[src/bmoc_pkg.sv]
// package: addresses, field positions, timing and types for bmoc_top
// assumes a 25 MHz core clock shared by the serial slave and the control
package bmoc_pkg;
    // register addresses on the serial bus
    localparam logic [7:0] A_FREQ = 8'h33;
    localparam logic [7:0] A_UVR = 8'h45;
    localparam logic [7:0] A_SVOUT = 8'h7A;
    localparam logic [7:0] A_SIOUT = 8'h7B;
    localparam logic [7:0] A_CFG = 8'hA0;
    localparam logic [7:0] A_CAC = 8'hA9;
    localparam logic [7:0] A_CINT = 8'hAA;
    localparam logic [7:0] A_CLL = 8'hAD;
    // reset values and frequency code limit
    localparam logic [7:0] R_FREQ = 8'h00;
    localparam logic [7:0] R_UVR = 8'h00;
    localparam logic [7:0] R_CFG = 8'h00;
    localparam logic [7:0] R_COMP = 8'h00;
    localparam logic [7:0] FREQ_MAX = 8'h03;
    // field positions
    localparam int B_FORCED_CONTINUOUS_MODE = 0;
    localparam int B_RESTART = 3;
    localparam int B_UVF = 4;
    localparam int B_OCL = 7;
    // slave address, value arbitrary
    localparam logic [6:0] DEV_ADDR = 7'h24;
    // timing
    localparam int CLK_NS = 40;
    localparam int UVD_STEP_NS = 1000;
    localparam int UVD_STEP_CYC = (UVD_STEP_NS + CLK_NS - 1) / CLK_NS;
    localparam int HICCUP_MS = 56;
    localparam int HICCUP_CYC = HICCUP_MS * 1000000 / CLK_NS;
    // switching frequency per code, kHz
    localparam logic [10:0] FSW_KHZ [4] = '{11'h258, 11'h320, 11'h3E8, 11'h4B0};
    // power sequencing states
    typedef enum logic [4:0] {
        P_OFF = 5'h01, P_SS = 5'h02, P_RUN = 5'h04, P_LATCH = 5'h08, P_HICCUP = 5'h10
    } bmoc_pwr_e_t;
    // serial slave states
    typedef enum logic [4:0] {
        I_IDLE = 5'h01, I_RX = 5'h02, I_ACK = 5'h04, I_TX = 5'h08, I_MACK = 5'h10
    } bmoc_i2c_e_t;
    // inputs from outside the clock domain
    typedef struct packed {
        logic ls_on;
        logic valley_current_limit;
        logic uv;
        logic ss_done;
        logic en;
        logic sda;
        logic scl;
    } bmoc_in_t;
    // loop compensation selections
    typedef struct packed {
        logic [7:0] ac;
        logic [7:0] integ;
        logic [7:0] ll;
    } bmoc_comp_t;
endpackage

[src/bmoc_top.sv]
// file: mode, frequency, valley clamp and undervoltage control with serial slave
// assumes analog comparators and the power stage sit outside, bus, enable and comparator pins async, current sense and reset synchronous
//
// How it works
// - frequency code 00..03 decodes to 600, 800, 1000, 1200 kHz
// - forced-continuous bit chooses continuous or pulse-skipping operation
// - mode bit is sampled when enable rises and frozen while enabled
// - writes to the mode bit are acked but act only after enable toggles
// - low side held on, next high-side pulse blocked while valley current high
// - clamp action sets the overcurrent flag in the current status register
// - clamp never shuts down; only the undervoltage path does
// - undervoltage waits the programmed delay then stops the power stage
// - restart bit 0 latches both drivers off
// - latch clears only by supply reset or enable toggle
// - restart bit 1 sleeps 56 ms then restarts, without limit
// - valley clamp stays active during soft-start
// - undervoltage comparator ignored until soft-start completes
// - reported current is mean of low-side current over its on interval
// - clamp uses the comparator, never the telemetry converter
// - nonzero load line lowers target in proportion to load current
// - ac fields, integrator fields and load line come from three registers
// - undervoltage flag sets when the response delay starts
// - output recovering during the delay resets the delay timer
`timescale 1ns/1ps
module bmoc_top #(
    parameter int HICCUP_CYC = bmoc_pkg::HICCUP_CYC
) (
    // clock and reset
    input wire logic i_clk,
    input wire logic i_srst,
    // serial bus, open drain data
    input wire logic i_scl,
    input wire logic i_sda,
    output logic o_sda_o,
    output logic o_sda_oe,
    // power stage and analog
    input wire logic i_en,
    input wire logic i_ss_done,
    input wire logic i_uv_cmp,
    input wire logic i_ocl_cmp,
    input wire logic i_ls_on,
    input wire logic [7:0] i_isense,
    // controls to the power stage and loop
    output logic [10:0] o_fsw_khz,
    output logic o_forced_continuous_mode,
    output logic o_ls_hold,
    output logic o_hs_block,
    output logic o_drv_off,
    output logic o_ss_run,
    output logic [7:0] o_iout_avg,
    output logic [15:0] o_droop,
    output bmoc_pkg::bmoc_comp_t o_comp
);
    typedef struct packed {
        bmoc_pkg::bmoc_in_t s1;
        bmoc_pkg::bmoc_in_t s2;
        bmoc_pkg::bmoc_in_t s3;
        bmoc_pkg::bmoc_i2c_e_t i2s;
        logic [7:0] sh;
        logic [3:0] bc;
        logic [1:0] idx;
        logic rw;
        logic [7:0] cmd;
        logic sda_oe;
        logic [7:0] freq;
        logic [7:0] uvr;
        logic [7:0] cfg;
        logic [7:0] sv;
        logic [7:0] si;
        bmoc_pkg::bmoc_comp_t comp;
        bmoc_pkg::bmoc_pwr_e_t ps;
        logic [20:0] cnt;
        logic forced_continuous_mode;
        logic [7:0] i0;
        logic [7:0] avg;
        logic [15:0] droop;
        logic [10:0] khz;
        logic ls_hold;
        logic hs_block;
        logic drv_off;
        logic ss_run;
    } bmoc_st_t;

    bmoc_st_t q_ff;
    bmoc_st_t nxt_q;
    logic scl, sda, en, uv, valley_current_limit, lson, conv;
    logic scl_r, scl_f, st_c, sp_c, ss_r;
    logic [20:0] dly;

    // edges seen between second and third sync stage
    assign scl = q_ff.s2.scl;
    assign sda = q_ff.s2.sda;
    assign en = q_ff.s2.en;
    assign uv = q_ff.s2.uv;
    assign valley_current_limit = q_ff.s2.valley_current_limit;
    assign lson = q_ff.s2.ls_on;
    assign scl_r = scl & ~q_ff.s3.scl;
    assign scl_f = ~scl & q_ff.s3.scl;
    assign st_c = scl & q_ff.s3.scl & ~sda & q_ff.s3.sda;
    assign sp_c = scl & q_ff.s3.scl & sda & ~q_ff.s3.sda;
    assign ss_r = q_ff.s2.ss_done & ~q_ff.s3.ss_done;
    assign conv = (q_ff.ps == bmoc_pkg::P_SS) | (q_ff.ps == bmoc_pkg::P_RUN);
    assign dly = 21'(q_ff.uvr[2:0] * bmoc_pkg::UVD_STEP_CYC);

    // register read mux
    function automatic logic [7:0] rd_data(input bmoc_st_t s);
        case (s.cmd)
            bmoc_pkg::A_FREQ: rd_data = s.freq;
            bmoc_pkg::A_UVR: rd_data = s.uvr;
            bmoc_pkg::A_SVOUT: rd_data = s.sv;
            bmoc_pkg::A_SIOUT: rd_data = s.si;
            bmoc_pkg::A_CFG: rd_data = s.cfg;
            bmoc_pkg::A_CAC: rd_data = s.comp.ac;
            bmoc_pkg::A_CINT: rd_data = s.comp.integ;
            bmoc_pkg::A_CLL: rd_data = s.comp.ll;
            default: rd_data = 8'h00;
        endcase
    endfunction

    // next state of slave, registers and sequencer
    always_comb begin
        logic ack;
        logic load;
        logic [7:0] rd;
        ack = 1'b0;
        load = 1'b0;
        rd = rd_data(q_ff);
        nxt_q = q_ff;
        nxt_q.s1 = '{i_ls_on, i_ocl_cmp, i_uv_cmp, i_ss_done, i_en, i_sda, i_scl};
        nxt_q.s2 = q_ff.s1;
        nxt_q.s3 = q_ff.s2;
        if (st_c) begin
            nxt_q.i2s = bmoc_pkg::I_RX;
            nxt_q.bc = 4'h0;
            nxt_q.idx = 2'h0;
            nxt_q.sda_oe = 1'b0;
        end else if (sp_c) begin
            nxt_q.i2s = bmoc_pkg::I_IDLE;
            nxt_q.sda_oe = 1'b0;
        end else begin
            case (q_ff.i2s)
                bmoc_pkg::I_IDLE: begin
                end
                bmoc_pkg::I_RX: begin
                    if (scl_r) begin
                        nxt_q.sh = {q_ff.sh[6:0], sda};
                        nxt_q.bc = q_ff.bc + 4'h1;
                    end else if (scl_f && q_ff.bc == 4'h8) begin
                        ack = 1'b1;
                        if (q_ff.idx == 2'h0) begin
                            ack = (q_ff.sh[7:1] == bmoc_pkg::DEV_ADDR);
                            nxt_q.rw = q_ff.sh[0];
                        end else if (q_ff.idx == 2'h1) begin
                            nxt_q.cmd = q_ff.sh;
                        end else begin
                            // writes; mode bit is stored but acts on next enable
                            case (q_ff.cmd)
                                bmoc_pkg::A_FREQ:
                                    if (q_ff.sh <= bmoc_pkg::FREQ_MAX) nxt_q.freq = q_ff.sh;
                                bmoc_pkg::A_UVR: nxt_q.uvr = q_ff.sh;
                                bmoc_pkg::A_CFG: nxt_q.cfg = q_ff.sh;
                                bmoc_pkg::A_CAC: nxt_q.comp.ac = q_ff.sh;
                                bmoc_pkg::A_CINT: nxt_q.comp.integ = q_ff.sh;
                                bmoc_pkg::A_CLL: nxt_q.comp.ll = q_ff.sh;
                                default: ;
                            endcase
                        end
                        nxt_q.idx = (q_ff.idx == 2'h2) ? 2'h2 : q_ff.idx + 2'h1;
                        nxt_q.i2s = ack ? bmoc_pkg::I_ACK : bmoc_pkg::I_IDLE;
                        nxt_q.sda_oe = ack;
                    end
                end
                bmoc_pkg::I_ACK: begin
                    if (scl_f) begin
                        if (q_ff.rw) begin
                            load = 1'b1;
                        end else begin
                            nxt_q.sda_oe = 1'b0;
                            nxt_q.bc = 4'h0;
                            nxt_q.i2s = bmoc_pkg::I_RX;
                        end
                    end
                end
                bmoc_pkg::I_TX: begin
                    if (scl_f) begin
                        if (q_ff.bc == 4'h8) begin
                            nxt_q.sda_oe = 1'b0;
                            nxt_q.i2s = bmoc_pkg::I_MACK;
                        end else begin
                            nxt_q.sda_oe = ~q_ff.sh[6];
                            nxt_q.sh = {q_ff.sh[6:0], 1'b0};
                            nxt_q.bc = q_ff.bc + 4'h1;
                        end
                    end
                end
                bmoc_pkg::I_MACK: begin
                    if (scl_r && sda) nxt_q.i2s = bmoc_pkg::I_IDLE;
                    else if (scl_f) load = 1'b1;
                end
                default: nxt_q.i2s = bmoc_pkg::I_IDLE;
            endcase
        end
        // byte load for read; status clears on read
        if (load) begin
            nxt_q.sh = rd;
            nxt_q.sda_oe = ~rd[7];
            nxt_q.bc = 4'h1;
            nxt_q.i2s = bmoc_pkg::I_TX;
            if (q_ff.cmd == bmoc_pkg::A_SIOUT) nxt_q.si = 8'h00;
            if (q_ff.cmd == bmoc_pkg::A_SVOUT) nxt_q.sv = 8'h00;
        end
        // power sequencer
        case (q_ff.ps)
            bmoc_pkg::P_OFF: begin
                nxt_q.cnt = '0;
                if (en && !q_ff.s3.en) begin
                    nxt_q.forced_continuous_mode = q_ff.cfg[bmoc_pkg::B_FORCED_CONTINUOUS_MODE];
                    nxt_q.ps = bmoc_pkg::P_SS;
                end
            end
            // undervoltage comparator ignored here
            bmoc_pkg::P_SS: if (ss_r) nxt_q.ps = bmoc_pkg::P_RUN;
            bmoc_pkg::P_RUN: begin // clamp never stops; only undervoltage does
                if (uv) begin
                    nxt_q.sv[bmoc_pkg::B_UVF] = 1'b1;
                    if (q_ff.cnt >= dly) begin
                        nxt_q.cnt = '0;
                        nxt_q.ps = q_ff.uvr[bmoc_pkg::B_RESTART]
                            ? bmoc_pkg::P_HICCUP : bmoc_pkg::P_LATCH;
                    end else begin
                        nxt_q.cnt = q_ff.cnt + 21'h1;
                    end
                end else begin
                    nxt_q.cnt = '0;
                end
            end
            bmoc_pkg::P_LATCH: nxt_q.cnt = '0;
            bmoc_pkg::P_HICCUP: begin
                // sleep then retry soft-start, no retry limit
                if (q_ff.cnt >= 21'(HICCUP_CYC - 1)) begin
                    nxt_q.cnt = '0;
                    nxt_q.ps = bmoc_pkg::P_SS;
                end else begin
                    nxt_q.cnt = q_ff.cnt + 21'h1;
                end
            end
            default: nxt_q.ps = bmoc_pkg::P_OFF;
        endcase
        // enable low clears latch and hiccup timer
        if (!en) begin
            nxt_q.ps = bmoc_pkg::P_OFF;
            nxt_q.cnt = '0;
        end
        // valley clamp from comparator, not telemetry
        nxt_q.ls_hold = conv & valley_current_limit;
        nxt_q.hs_block = conv & valley_current_limit;
        // flag set after clear so a new event wins
        if (conv && valley_current_limit && lson) nxt_q.si[bmoc_pkg::B_OCL] = 1'b1;
        // low-side mean: endpoints of linear ramp
        if (lson && !q_ff.s3.ls_on) nxt_q.i0 = i_isense;
        if (!lson && q_ff.s3.ls_on) nxt_q.avg = 8'(({1'b0, q_ff.i0} + {1'b0, i_isense}) >> 1);
        nxt_q.droop = 16'(q_ff.avg) * 16'(q_ff.comp.ll);
        nxt_q.khz = bmoc_pkg::FSW_KHZ[q_ff.freq[1:0]];
        nxt_q.drv_off = ~((nxt_q.ps == bmoc_pkg::P_SS) | (nxt_q.ps == bmoc_pkg::P_RUN));
        nxt_q.ss_run = (nxt_q.ps == bmoc_pkg::P_SS);
    end

    // state register
    always_ff @(posedge i_clk) begin
        if (i_srst) begin
            q_ff <= '0;
            q_ff.i2s <= bmoc_pkg::I_IDLE;
            q_ff.ps <= bmoc_pkg::P_OFF;
            q_ff.freq <= bmoc_pkg::R_FREQ;
            q_ff.uvr <= bmoc_pkg::R_UVR;
            q_ff.cfg <= bmoc_pkg::R_CFG;
            q_ff.comp <= {3{bmoc_pkg::R_COMP}};
            q_ff.khz <= bmoc_pkg::FSW_KHZ[0];
            q_ff.drv_off <= 1'b1;
        end else begin
            q_ff <= nxt_q;
        end
    end

    // outputs straight from state, except data output tied low
    assign o_sda_o = 1'b0;
    assign o_sda_oe = q_ff.sda_oe;
    assign o_fsw_khz = q_ff.khz;
    assign o_forced_continuous_mode = q_ff.forced_continuous_mode;
    assign o_ls_hold = q_ff.ls_hold;
    assign o_hs_block = q_ff.hs_block;
    assign o_drv_off = q_ff.drv_off;
    assign o_ss_run = q_ff.ss_run;
    assign o_iout_avg = q_ff.avg;
    assign o_droop = q_ff.droop;
    assign o_comp = q_ff.comp;
endmodule

[config.mk]
export PLATFORM = sky130hd
export DESIGN_NAME = bmoc_top
export DESIGN_NICKNAME = d
export VERILOG_FILES = /design/src/bmoc_pkg.sv /design/src/bmoc_top.sv
export SDC_FILE = /design/constraint.sdc
export NUM_CORES = 1
export LEC_CHECK = 0
export ABC_AREA = 0
export BUFFER_PORTS_ARGS = -buffer_cell sky130_fd_sc_hd__buf_2
export CAP_MARGIN = 15
export CELL_PAD_IN_SITES_DETAIL_PLACEMENT = 0
export CELL_PAD_IN_SITES_GLOBAL_PLACEMENT = 1
export CORE_MARGIN = 2
export CORE_UTILIZATION = 47
export DETAILED_ROUTE_END_ITERATION = 6
export GPL_ROUTABILITY_DRIVEN = 0
export HOLD_SLACK_MARGIN = 0.08
export PLACE_DENSITY = 0.79
export SETUP_SLACK_MARGIN = 0.15
export SLEW_MARGIN = 30
export SYNTH_ARGS = -nofsm -noshare
export SYNTH_HDL_FRONTEND = slang
export SYNTH_SLANG_ARGS = --single-unit
[constraint.sdc]
create_clock -name i_clk -period 5.85 [get_ports i_clk]
set_input_delay 0.2925 -clock i_clk [delete_from_list [all_inputs] [get_ports i_clk]]
set_output_delay 0.2925 -clock i_clk [all_outputs]
set_load 0.01 [all_outputs]
==> metrics.csv <==
metric,value,unit
final antenna-violating net count,0,
Core Area,21100,um^2
"Setup violations, final",0,
largest family of logic cells by synthesized area,simple AND/OR/NAND/NOR gates,
synth top area cells,"dfxtp_1 (33%), ha_1 (8.0%), fa_1 (7.3%)",
"Critical Path, Cell by Cell",nand2_1 -> fa_1 -> fa_1 -> inv_1 -> fa_1 -> fa_1 -> ha_1 -> o21a_1 -> nor2_1 -> o31ai_1 -> o41ai_1 -> xor2_1 -> nor2_1,
Post-Route WL,22900,um
Layout area overhead,7.26,%
Hold WC Path Type,primary input to register,
Clock Latency Late Sink,0.42,ns
Net Sw Frac,0.227,
average wire per standard cell,15.9,um
Fin. Hold Viols,0,
NetSw,543,uW
# diodes,0,
TritonCTS sink count,167,
H-tree depth,4,
"Remaining Overflow, GRT",0,
HPWL after DPL,16600,um
# Max-Cap Violations,0,
CTS buffer count,17,
PwrDens,220,nW/um^2
sequential share of the synthesized area,0.329,
critical path class,register to register,
Longest Clk Path Bufs,2,
crit-path max cell delay,0.55,ns
Inst Count DP,1405,
Die Y,151,um
syn avg cell area,8.75,um^2
gr usage total,0.208,
Final Max Slew Viols,0,
share of cells above drive strength 1,0.123,
design internal power,1850,uW
clock share of power,0.492,
most numerous cell in the Yosys netlist,dfxtp_1,
vias in the first global route,7381,
Boundary Pins,83,
cell taking the most area after synthesis,dfxtp_1,
# resized after CTS,0,
Main synth FF type,dfxtp_1,
CP max-delay cell,fa_1,
Post-Synth XOR/XNOR Area,0.0267,
Rows,53,
"Clk pin slew, worst setup/hold paths",0.07,ns
# port buffers,78,
CTS tree,yes,
cell mode on critical path,fa_1,
Slew @ Worst Pin,0.980,ns
YS warnings,0,
min cycle time layout,4.25,ns
Rel. slew slack,0.346,
Nets,1272,
Comb pwr share,0.026,
Synth Area in Adders,0.153,
Die X-Extent,151,um
leakage,0.00468,uW
total die area,22800,um^2
Seq pwr share,0.482,
CP max FO,11,
critical path endpoint category,register,
Filler cells,2039,
Pre-Repair DR Iteration Count,5,
critical path arrival,4.53,ns
first-pass GRT wire length,37800,um
mux cell area share after synthesis,0.0386,
IR Drop Worst-Case VDD,0.162,mV
Final Skew,0.0154,ns
initial core utilization,0.481,
crit share post-route,0.726,
Synth top area share,0.329,
Post-synth top cells,"dfxtp_1 (167), nor2_1 (96), nand2_1 (94)",
Compound-Gate Fraction of Synth Area,0.133,
RSZ-0062 raised after global routing,no,
netlist area before placement,10200,um^2
outcome,completed,
initial antenna violation count,0,
DRC,0,
post-synthesis async set-or-reset flop share,0,
WP data required,6.13,ns
Via density,5.38,
total power,2390,uW
synthesized flop and latch total,167,
Startpoint Class,register,
final setup TNS,0,ns
pin count of the biggest net entering global routing,71,
"EDFF count, synth",0,
fin cells,1441,
Synth Area in Simple Gates,0.221,
fmax,0.236,GHz
Root Buffer,clkbuf_16,
Cell variety after synth,80,
Syn Inst Count,1160,
DR iter-0 viols,510,
via count,7750,
[flip-flops by register name (all words and copies together), names as in the netlist, 7 cells and up]
register	flops
o_droop	16
nxt_q	8
o_comp	24
o_iout_avg	8
o_fsw_khz	7
q_ff	93
[what timing repair did]
action / CTS / global route
hold buffers: 4 / 0
hold endpoints to repair: 4 / 0
buffers inserted: 0 / 0
[power groups by stage]
stage / Combinational (uW) / Clock, uW / Sequential [uW]
after global routing: 69.1 / 1260 / 1150
after CTS: 63.0 / 1210 / 1150
after global placement: 60.7 / 0 / 1180
after detailed placement: 60.8 / 0 / 1180
after floorplan: 46.5 / 0 / 1180
final: 62.2 / 1180 / 1150
[through the flow]
stage               setup WS, ns   util  instance area, um^2  hold WS (ns)
global route                1.29  0.516                10900        0.0833
finish                      1.60  0.516                10900        0.0991
detailed placement          1.59  0.485                10200         0.427
global placement            1.66  0.485                10200         0.420
floorplan                   1.79      -                10200         0.414
CTS                         1.58  0.516                10900        0.0843
[metal layers]
layer  up-vias  GRT usage  routed length, um
met5         -          0                  0
met4         0     0.0621                316
met3        23     0.0383                987
met2       156      0.322              10000
met1      3670      0.296              11600
li1       3901          -                  -
[critical path, delay by kind of cell (launching register included)]
kind	cells	cell delay [ns]
AO/OA/AOI/OAI	3	0.61
AND/OR/NAND/NOR	3	0.31
XOR/XNOR	1	0.17
adder cells (fa/ha/maj)	5	2.45
buffers and inverters	1	0.05
flip-flops	1	0.53
[cells in the final DEF (no fill, tap or decap), types with 38 or more instances in the layout]
cell type / n
nor2_1: 96
mux2i_1: 38
nand2_1: 94
a21oi_1: 70
nand3_1: 43
buf_2: 77
and2_1: 48
inv_1: 80
ha_1: 65
dfxtp_1: 167
[worst paths after layout]
| path | start | to | slack (ns) | cells past startpoint |
|---|---|---|---|---|
| hold / removal | i_uv_cmp | nxt_q[178] | 0.1 | 2 |
| setup reg to reg | o_comp[7] | o_droop[14] | 1.60 | 13 |
| setup / recovery | o_comp[7] | o_droop[14] | 1.60 | 13 |
| hold reg to reg | nxt_q[176] | en | 0.44 | 1 |
[logic make-up after synthesis]
group | Yosys count
simple gates | 425
mux | 39
flops | 167
buf+inv | 194
other cells | 1
xor+xnor | 31
fa+ha+maj | 102
compound gates | 201
[area by class of cell]
class	count	area [um^2]	share of cell area
multi-input cells	802	5830	0.535
clock buffers	17	425	0.0391
flip-flops and latches	167	3340	0.307
inverters	80	300	0.0276
well taps	275	344	0.0316
repair buffers	85	455	0.0418
clock inverters	15	191	0.0176
(Power assumes the default switching activity.)
